## src/bscc_pkg.sv

```systemverilog
// constants, codes and state type for the boundary-scan and configuration control block
// What this block does
// float-all instruction tri-states every user pin
// float-all instruction routes bypass stage serially
// configured keeper or pull-up overrides float
// scan logic active from reset, no enable
// only bypass, id, sample and io-configure run during configuration
// io-configure instruction aborts configuration in progress
// tester restarts configuration after interrupted testing
// tester holds restart pin low during pre-config tests
// chip-wide clear and enable ignored
// output-only input buffers off once configured; sample enables them
// always-enable option keeps all input buffers on
// instruction capture shifts out 1010101010 first
// tester reaches instruction shift with 01100
// tdo driven only in shift states, falling edge
// tdi taken on rise, tdo on fall
// all-ones instruction selects the bypass stage
// instruction register is ten bits wide
// unsafe instruction during configuration leaves pins alone
package bscc_pkg;
  // instruction register width and capture pattern (bit 0 leaves first)
  localparam int IR_W = 10;
  localparam logic [IR_W-1:0] IR_CAPTURE = 10'h155;
  // instruction codes; only all-ones is fixed, the rest are local picks
  localparam logic [IR_W-1:0] IR_BYPASS = 10'h3FF;
  localparam logic [IR_W-1:0] IR_SAMPLE = 10'h005;
  localparam logic [IR_W-1:0] IR_EXTEST = 10'h00F;
  localparam logic [IR_W-1:0] IR_IDCODE = 10'h006;
  localparam logic [IR_W-1:0] IR_USERCODE = 10'h007;
  localparam logic [IR_W-1:0] IR_CLAMP = 10'h00A;
  localparam logic [IR_W-1:0] IR_HIGHZ = 10'h00B;
  localparam logic [IR_W-1:0] IR_CONFIG_IO = 10'h00D;
  localparam logic [IR_W-1:0] IR_PULSE_CONFIG = 10'h001;
  // identification register width and default value (value is arbitrary)
  localparam int ID_W = 32;
  localparam logic [ID_W-1:0] ID_DEFAULT = 32'h0000_1235;
  // default boundary register length, one cell per user pin
  localparam int BSR_LEN_DEFAULT = 16;
  // synchroniser depth for the test clock, mode, data, restart pin and pin level inputs
  localparam int SYNC_STAGES = 2;

  // test access port controller states
  typedef enum logic [3:0] {
    TAP_RESET = 4'h0,
    TAP_IDLE = 4'h1,
    TAP_SEL_DR = 4'h2,
    TAP_CAP_DR = 4'h3,
    TAP_SHIFT_DR = 4'h4,
    TAP_EXIT1_DR = 4'h5,
    TAP_PAUSE_DR = 4'h6,
    TAP_EXIT2_DR = 4'h7,
    TAP_UPD_DR = 4'h8,
    TAP_SEL_IR = 4'h9,
    TAP_CAP_IR = 4'hA,
    TAP_SHIFT_IR = 4'hB,
    TAP_EXIT1_IR = 4'hC,
    TAP_PAUSE_IR = 4'hD,
    TAP_EXIT2_IR = 4'hE,
    TAP_UPD_IR = 4'hF
  } bscc_tap_t;
endpackage : bscc_pkg

```

## src/bscc_top.sv

```systemverilog
// boundary-scan test port with configuration interplay, oversampling the test clock
`timescale 1ns/10ps
module bscc_top
  import bscc_pkg::*;
#(
  parameter int BSR_LEN = BSR_LEN_DEFAULT,
  parameter logic [ID_W-1:0] ID_VALUE = ID_DEFAULT // arbitrary identity value
) (
  input wire logic sys_clk_in,
  input wire logic rst_b_in,
  input wire logic tck_in,
  input wire logic tms_in,
  input wire logic tdi_in,
  input wire logic config_restart_n_in,
  input wire logic chip_wide_clear_n_in,
  input wire logic chip_wide_output_enable_in,
  input wire logic config_done_in,
  input wire logic always_en_inbuf_in,
  input wire logic [ID_W-1:0] usercode_in,
  input wire logic [BSR_LEN-1:0] pin_level_in,
  input wire logic [BSR_LEN-1:0] keeper_en_in,
  output logic tdo_out,
  output logic tdo_oe_n_out,
  output logic config_abort_out,
  output logic config_pulse_out,
  output logic pin_float_out,
  output logic pin_scan_drive_out,
  output logic [BSR_LEN-1:0] bsr_update_out,
  output logic [BSR_LEN-1:0] keeper_hold_out,
  output logic inbuf_out_only_en_out
);
  // chip_wide_clear_n_in and chip_wide_output_enable_in are deliberately unread,
  // so neither can disturb scan or configuration through the port

  localparam int SW = 4 + BSR_LEN; // tck, tms, tdi, restart pin, pins

  // synchronised outside inputs
  logic [SW-1:0] sync_w;
  logic tck_s, tms_s, tdi_s, restart_n_s;
  logic [BSR_LEN-1:0] pin_level_s;

  bscc_sync #(.W(SW)) u_sync (
    .sys_clk_in(sys_clk_in),
    .rst_b_in(rst_b_in),
    // restart pin enters inverted so the cleared synchroniser reads as released
    .async_in({pin_level_in, ~config_restart_n_in, tdi_in, tms_in, tck_in}),
    .sync_out(sync_w)
  );

  assign tck_s = sync_w[0];
  assign tms_s = sync_w[1];
  assign tdi_s = sync_w[2];
  assign restart_n_s = ~sync_w[3]; // back to pin polarity, idle high straight after reset
  assign pin_level_s = sync_w[SW-1:4];

  // registers
  logic tck_prev_q; // last sampled test clock, for edge finding
  logic restart_prev_q; // last sampled restart pin
  bscc_tap_t state_q; // controller state
  logic [IR_W-1:0] ir_shift_q; // instruction shift stage
  logic [IR_W-1:0] ir_q; // loaded instruction
  logic bypass_q; // single bypass stage
  logic [ID_W-1:0] id_shift_q; // identity / user code shift stage
  logic [BSR_LEN-1:0] bsr_shift_q; // boundary shift stage
  logic [BSR_LEN-1:0] bsr_update_q; // boundary update stage
  logic io_mode_q; // configuration interrupted, port owns the buffers
  logic tdo_q, tdo_oe_n_q;
  logic pulse_q, float_q, drive_q, inbuf_q;
  logic [BSR_LEN-1:0] keeper_q;

  // next controller state for a given tms level
  function automatic bscc_tap_t tap_next(input bscc_tap_t st, input logic tms);
    bscc_tap_t nx;
    nx = st;
    unique case (st)
      TAP_RESET: nx = tms ? TAP_RESET : TAP_IDLE;
      TAP_IDLE: nx = tms ? TAP_SEL_DR : TAP_IDLE;
      TAP_SEL_DR: nx = tms ? TAP_SEL_IR : TAP_CAP_DR;
      TAP_CAP_DR: nx = tms ? TAP_EXIT1_DR : TAP_SHIFT_DR;
      TAP_SHIFT_DR: nx = tms ? TAP_EXIT1_DR : TAP_SHIFT_DR;
      TAP_EXIT1_DR: nx = tms ? TAP_UPD_DR : TAP_PAUSE_DR;
      TAP_PAUSE_DR: nx = tms ? TAP_EXIT2_DR : TAP_PAUSE_DR;
      TAP_EXIT2_DR: nx = tms ? TAP_UPD_DR : TAP_SHIFT_DR;
      TAP_UPD_DR: nx = tms ? TAP_SEL_DR : TAP_IDLE;
      TAP_SEL_IR: nx = tms ? TAP_RESET : TAP_CAP_IR;
      TAP_CAP_IR: nx = tms ? TAP_EXIT1_IR : TAP_SHIFT_IR;
      TAP_SHIFT_IR: nx = tms ? TAP_EXIT1_IR : TAP_SHIFT_IR;
      TAP_EXIT1_IR: nx = tms ? TAP_UPD_IR : TAP_PAUSE_IR;
      TAP_PAUSE_IR: nx = tms ? TAP_EXIT2_IR : TAP_PAUSE_IR;
      TAP_EXIT2_IR: nx = tms ? TAP_UPD_IR : TAP_SHIFT_IR;
      TAP_UPD_IR: nx = tms ? TAP_SEL_DR : TAP_IDLE;
    endcase
    return nx;
  endfunction : tap_next

  // codes that may run while configuration is still loading
  function automatic logic cfg_safe(input logic [IR_W-1:0] code);
    return (code == IR_BYPASS) || (code == IR_IDCODE) || (code == IR_SAMPLE) || (code == IR_CONFIG_IO);
  endfunction : cfg_safe

  // edge strobes of the sampled test clock and restart pin
  wire tck_rise = tck_s & ~tck_prev_q;
  wire tck_fall = ~tck_s & tck_prev_q;
  wire restart_rise = restart_n_s & ~restart_prev_q;

  // the port owns pins once configured or once configuration is interrupted
  wire pins_allowed = config_done_in | io_mode_q;
  // an unsafe code during configuration acts as bypass and leaves pins alone
  wire [IR_W-1:0] eff_ir = (pins_allowed || cfg_safe(ir_q)) ? ir_q : IR_BYPASS;

  // data register selection; unknown and all-ones codes fall to bypass
  wire sel_id = (eff_ir == IR_IDCODE) || (eff_ir == IR_USERCODE);
  wire sel_bsr = (eff_ir == IR_SAMPLE) || (eff_ir == IR_EXTEST);
  wire sel_bypass = ~sel_id & ~sel_bsr;

  // instruction-update strobes, evaluated on the code being loaded
  wire upd_ir = tck_rise && (state_q == TAP_UPD_IR);
  wire load_cfg_io = upd_ir && (ir_shift_q == IR_CONFIG_IO);
  wire load_pulse = upd_ir && (ir_shift_q == IR_PULSE_CONFIG) && pins_allowed;

  // serial bit for tdo, chosen by which shift state is current
  wire dr_bit = sel_id ? id_shift_q[0] : (sel_bsr ? bsr_shift_q[0] : bypass_q);
  wire ser_bit = (state_q == TAP_SHIFT_IR) ? ir_shift_q[0] : dr_bit;
  wire in_shift = (state_q == TAP_SHIFT_IR) || (state_q == TAP_SHIFT_DR);

  // pin control decode
  wire float_w = (eff_ir == IR_HIGHZ);
  wire clamp_w = (eff_ir == IR_CLAMP);
  wire drive_w = (eff_ir == IR_EXTEST) || clamp_w;
  // keepers win over float or clamp only on a configured part
  wire [BSR_LEN-1:0] keeper_w = {BSR_LEN{(float_w | clamp_w) & config_done_in}} & keeper_en_in;
  // output-only input buffers: on when unconfigured, by option, or under sample
  wire inbuf_w = ~config_done_in | always_en_inbuf_in | (eff_ir == IR_SAMPLE);

  // edge history; reset leaves the controller in test-logic reset, always live
  always_ff @(posedge sys_clk_in or negedge rst_b_in) begin
    if (!rst_b_in) begin
      tck_prev_q <= 1'b0;
      restart_prev_q <= 1'b1; // idle level of the pin, so reset release is no false release
      state_q <= TAP_RESET;
    end else begin
      tck_prev_q <= tck_s;
      restart_prev_q <= restart_n_s;
      if (tck_rise) begin
        state_q <= tap_next(state_q, tms_s);
      end
    end
  end

  // instruction path: capture pattern, shift on rise, load on update
  always_ff @(posedge sys_clk_in or negedge rst_b_in) begin
    if (!rst_b_in) begin
      ir_shift_q <= IR_CAPTURE;
      ir_q <= IR_IDCODE;
    end else if (tck_rise) begin
      if (state_q == TAP_CAP_IR) begin
        ir_shift_q <= IR_CAPTURE;
      end else if (state_q == TAP_SHIFT_IR) begin
        ir_shift_q <= {tdi_s, ir_shift_q[IR_W-1:1]};
      end
      if (state_q == TAP_RESET) begin
        ir_q <= IR_IDCODE;
      end else if (state_q == TAP_UPD_IR) begin
        ir_q <= ir_shift_q; // float state holds until another code lands
      end
    end
  end

  // data path: capture, shift from tdi on rise, boundary update
  always_ff @(posedge sys_clk_in or negedge rst_b_in) begin
    if (!rst_b_in) begin
      bypass_q <= 1'b0;
      id_shift_q <= '0;
      bsr_shift_q <= '0;
      bsr_update_q <= '0;
    end else if (tck_rise) begin
      if (state_q == TAP_CAP_DR) begin
        bypass_q <= 1'b0;
        id_shift_q <= (eff_ir == IR_USERCODE) ? usercode_in : ID_VALUE;
        bsr_shift_q <= pin_level_s;
      end else if (state_q == TAP_SHIFT_DR) begin
        if (sel_bypass) begin
          bypass_q <= tdi_s;
        end
        if (sel_id) begin
          id_shift_q <= {tdi_s, id_shift_q[ID_W-1:1]};
        end
        if (sel_bsr) begin
          bsr_shift_q <= {tdi_s, bsr_shift_q[BSR_LEN-1:1]};
        end
      end else if ((state_q == TAP_UPD_DR) && sel_bsr) begin
        bsr_update_q <= bsr_shift_q;
      end
    end
  end

  // tdo and its enable change only on falling edges
  always_ff @(posedge sys_clk_in or negedge rst_b_in) begin
    if (!rst_b_in) begin
      tdo_q <= 1'b0;
      tdo_oe_n_q <= 1'b1;
    end else if (tck_fall) begin
      tdo_q <= ser_bit;
      tdo_oe_n_q <= ~in_shift;
    end
  end

  // configuration interrupt and restart; pin restart takes effect at its release,
  // so a restart pin held low through pre-config testing does not end the interrupt
  always_ff @(posedge sys_clk_in or negedge rst_b_in) begin
    if (!rst_b_in) begin
      io_mode_q <= 1'b0;
      pulse_q <= 1'b0;
    end else begin
      pulse_q <= load_pulse;
      if (load_cfg_io) begin
        io_mode_q <= 1'b1;
      end else if (load_pulse || restart_rise) begin
        io_mode_q <= 1'b0;
      end
    end
  end

  // pin control outputs, registered every system cycle
  always_ff @(posedge sys_clk_in or negedge rst_b_in) begin
    if (!rst_b_in) begin
      float_q <= 1'b0;
      drive_q <= 1'b0;
      keeper_q <= '0;
      inbuf_q <= 1'b1;
    end else begin
      float_q <= float_w;
      drive_q <= drive_w;
      keeper_q <= keeper_w;
      inbuf_q <= inbuf_w;
    end
  end

  assign tdo_out = tdo_q;
  assign tdo_oe_n_out = tdo_oe_n_q;
  assign config_abort_out = io_mode_q;
  assign config_pulse_out = pulse_q;
  assign pin_float_out = float_q;
  assign pin_scan_drive_out = drive_q;
  assign bsr_update_out = bsr_update_q;
  assign keeper_hold_out = keeper_q;
  assign inbuf_out_only_en_out = inbuf_q;
endmodule : bscc_top

```

## src/bscc_sync.sv

```systemverilog
// two-stage synchroniser bank for inputs from outside the system clock domain
`timescale 1ns/10ps
module bscc_sync #(
  parameter int W = 1
) (
  input wire logic sys_clk_in,
  input wire logic rst_b_in,
  input wire logic [W-1:0] async_in,
  output logic [W-1:0] sync_out
);
  logic [W-1:0] meta_q; // first stage, read only by the second stage
  logic [W-1:0] sync_q; // second stage, safe for logic

  // plain double flop; no filtering, the caller does edge work on sync_q
  always_ff @(posedge sys_clk_in or negedge rst_b_in) begin
    if (!rst_b_in) begin
      meta_q <= '0;
      sync_q <= '0;
    end else begin
      meta_q <= async_in;
      sync_q <= meta_q;
    end
  end

  assign sync_out = sync_q;
endmodule : bscc_sync

```

## config.mk

```make
export PLATFORM = sky130hd
export DESIGN_NAME = bscc_top
export DESIGN_NICKNAME = d
export VERILOG_FILES = /design/src/bscc_pkg.sv /design/src/bscc_top.sv /design/src/bscc_sync.sv
export SDC_FILE = /design/constraint.sdc
export NUM_CORES = 1
export LEC_CHECK = 0
export ABC_AREA = 1
export BUFFER_PORTS_ARGS = -buffer_cell sky130_fd_sc_hd__buf_2
export CORE_MARGIN = 5
export CORE_UTILIZATION = 35
export DETAILED_ROUTE_END_ITERATION = 8
export GPL_TIMING_DRIVEN = 0
export REMOVE_ABC_BUFFERS = 1
export SETUP_SLACK_MARGIN = 0.02
export SKIP_LAST_GASP = 1
export SLEW_MARGIN = 20
export SYNTH_ARGS = -nofsm -noshare
export SYNTH_HDL_FRONTEND = slang
export SYNTH_SLANG_ARGS = --single-unit
```

## constraint.sdc

```tcl
create_clock -name sys_clk_in -period 4.6 [get_ports sys_clk_in]
set_input_delay 0.92 -clock sys_clk_in [delete_from_list [all_inputs] [get_ports sys_clk_in]]
set_output_delay 0.92 -clock sys_clk_in [all_outputs]
set_load 0.005 [all_outputs]
```

==> results.py <==
metrics = {
    "critical_path": {
        "crit_chain": "nor2_1 > inv_2 > nor2_4 > inv_2 > nand2_1 > nand2_2 > inv_2 > nor2_1 > nor2_1",
        "critical_path_class": "register to register",
        "worstPathArrival_ps": 3400,
        "critical_path.startpoint": "state_q[2]$_DFFE_PN0P_",
        "critPathCaptureType": "register",
        "crit_required_ps": 4950,
        "cp_top_family": "simple AND/OR/NAND/NOR gates",
        "crit_buf_inv": 3,
        "path_depth": 9,
        "endpoint": "id_shift_q[11]$_DFFE_PN0P_",
        "r2r_end": "id_shift_q[11]$_DFFE_PN0P_",
        "rr_startpoint": "state_q[2]$_DFFE_PN0P_",
        "path_max_fanout": 39,
        "reg2reg_slack_ps": 1550,
        "cp_slowest_cell": "inv_2",
        "start_kind": "register",
        "cp_slowest_stage_delay_ps": 590,
        "r2r.worst_path.cells": 9,
    },
    "clock_network": {
        "post-cts-setup-buffer-count": 0,
        "cts.sinks": 154,
        "cts_resized": 0,
        "cts_made_buffers": 17,
        "clk_latency_ps": 420,
        "cts_hold_buf": 0,
        "cts_tree": "built",
        "clk_path_buf_depth": 2,
        "root_buffer": "clkbuf_16",
        "path_clk_slew_ps": 60,
        "htreeDepth": 4,
    },
    "power": {
        "powerDensity_nw_per_um2": 497,
        "combPwrFrac": 0.182,
        "power.share.sequential": 0.425,
        "p_int_uw": 2800,
        "swShare": 0.285,
        "power.switching_uw": 1120,
        "pwr-share-clk": 0.392,
        "ir_drop_mv": 0.268,
        "p_leak_uw": 0.00396,
    },
    "placed_design": {
        "dp_hpwl_um": 9310,
        "gp_congestion": 0.821,
        "dp_slack_ps": 1360,
        "port_buffers": 110,
    },
    "floorplanning": {
        "io-pin-count": 113,
        "die_h_um": 146,
        "initial_core_util": 0.358,
        "coreArea_um2": 18100,
        "num_rows": 49,
        "die_w_um": 146,
        "dieArea_um2": 21300,
    },
    "synthesis": {
        "avgSynthCellArea_um2": 9.35,
        "yosysSeqAreaShare": 0.598,
        "synth_area_um2": 6470,
        "yosysUniqueCellTypes": 37,
        "synth_edf_count": 0,
        "synth-async-reset-ratio": 1.00,
        "synth_warnings": 0,
        "synth_ff_type": "dfrtp_1",
        "synth_cells": 692,
        "synth-seq-cells": 154,
    },
    "timing": {
        "setup_tns_ps": 0,
        "hold_viol": 0,
        "setup_viol": 0,
        "worst_slew_pin_slew_ps": 753,
        "fmax_mhz": 328,
        "skew_ps": 9.65,
        "finalMaxSlewViolations": 0,
        "relSlewSlack": 0.497,
        "period_share": 0.662,
        "worst_slack_ps": 1550,
        "rsz0062_at_grt": "no",
        "min_period_ps": 3050,
    },
    "final_layout": {
        "final_util": 0.436,
        "nets": 873,
        "n_antenna_cell": 0,
        "layout_common_cells": "nor2_1, dfrtp_1, nand2_1, buf_2, inv_1",
        "drive_gt1_frac": 0.256,
        "area_growth_pct": 21.8,
        "final_common_cell": "nor2_1",
    },
    "grt": {
        "grt_max_degree": 83,
        "grt-ovfl-total": 0,
        "grt_pass1_wl_um": 24100,
        "grt_pass1_vias": 4838,
        "track_usage": 0.138,
        "antenna_found_initial": 1,
    },
    "drt": {
        "drtAntennaViolNets": 0,
        "drtPass1Iterations": 4,
        "post_drt_wl_per_cell_um": 13.5,
        "drt_iter0_markers": 216,
        "viasPerCell": 4.61,
        "vias": 4795,
        "drc": 0,
        "wl_um": 14000,
    },
    "flow_run": {
        "drv_cap": 0,
    },
    "hold_path": {
        "hold_path_class": "register to register",
        "hp-start": "u_sync.meta_q[5]$_DFF_PN0_",
    },
    "run_status": {
        "status": "completed",
    },
}
[layer usage]
layer | part of all wire | track usage | vias up
met2 | 0.45 | 0.209 | 135
met1 | 0.47 | 0.187 | 2233
met5 | 0.00064 | 0 | -
met3 | 0.070 | 0.0458 | 11
li1 | - | - | 2414
met4 | 0.012 | 0.0480 | 2
[registers in the layout, summed over array words and instances, names as in the netlist]
register and cells:
bsr_shift_q 16, bsr_update_out 16, bypass_q 1, config_abort_out 1
config_pulse_out 1, id_shift_q 32, inbuf_out_only_en_out 1, ir_q 10
ir_shift_q 10, keeper_hold_out 16, pin_float_out 1, pin_scan_drive_out 1
restart_prev_q 1, state_q 4, tck_prev_q 1, tdo_oe_n_out 1
tdo_out 1, u_sync.meta_q 20, u_sync.sync_out 20
[power by group through the flow]
stage	Sequential [µW]	Combinational [µW]	Clock, µW
final	1660	713	1540
after global routing	1690	833	1650
after CTS	1660	722	1580
after detailed placement	1680	723	0
after global placement	1680	687	0
after floorplan	1670	511	0
[area by class of cell]
cell class,count,area [µm²]
tap,229,287
fill,1799,10200
multi-input combinational,449,2180
clock inverter,11,181
inverter,64,245
clock buffer,21,470
sequential,154,3870
timing repair buffer,113,643
[cells in the mapped netlist, types with 3 or more instances]
master,n,area share
dfrtp_1,144,0.56
a22oi_1,4,0.0046
nand2_2,8,0.0077
mux2i_1,14,0.022
inv_1,55,0.032
buf_6,6,0.010
inv_2,8,0.0046
nor2_1,161,0.093
nand2_4,3,0.0052
buf_2,8,0.0062
o21ai_0,48,0.037
nor2_2,13,0.013
o21ai_2,15,0.020
nand3_1,17,0.013
nand2_1,118,0.068
nor2_4,4,0.0070
nand4_1,3,0.0029
o22ai_1,9,0.0087
dfstp_2,10,0.041
o2bb2ai_1,6,0.0081
clkbuf_1,7,0.0041
o21ai_1,7,0.0054
nand3b_1,4,0.0046
[stage by stage]
stage	instances	hold WS, ps	instance area [µm²]	total power, µW
after floorplan	667	331	6300	2180
after global placement	1006	333	7130	2370
after detailed placement	1009	336	7230	2410
after CTS	1041	347	7880	3970
after global routing	1041	353	7880	4170
final	1041	346	7880	3910
[worst min-delay path by stage]
stage,end,depth (start not counted)
3_3_place_gp,u_sync.sync_out[3]$_DFF_PN0_,0
2_1_floorplan,u_sync.sync_out[0]$_DFF_PN0_,0
5_1_grt,u_sync.sync_out[16]$_DFF_PN0_,0
6_report,u_sync.sync_out[5]$_DFF_PN0_,0
4_1_cts,u_sync.sync_out[5]$_DFF_PN0_,0
3_5_place_dp,u_sync.sync_out[14]$_DFF_PN0_,0
[logic make-up (layout without fill, tap and decap cells)]
family / count (synthesis) / after routing / share of synthesized area
and+or+nand+nor: 336 / 336 / 0.221
DFF: 154 / 154 / 0.598
muxes: 14 / 14 / 0.0217
AOI/OAI and AO/OA: 99 / 99 / 0.0954
buffers and inverters: 89 / 209 / 0.0646
(Power assumes the default switching activity.)
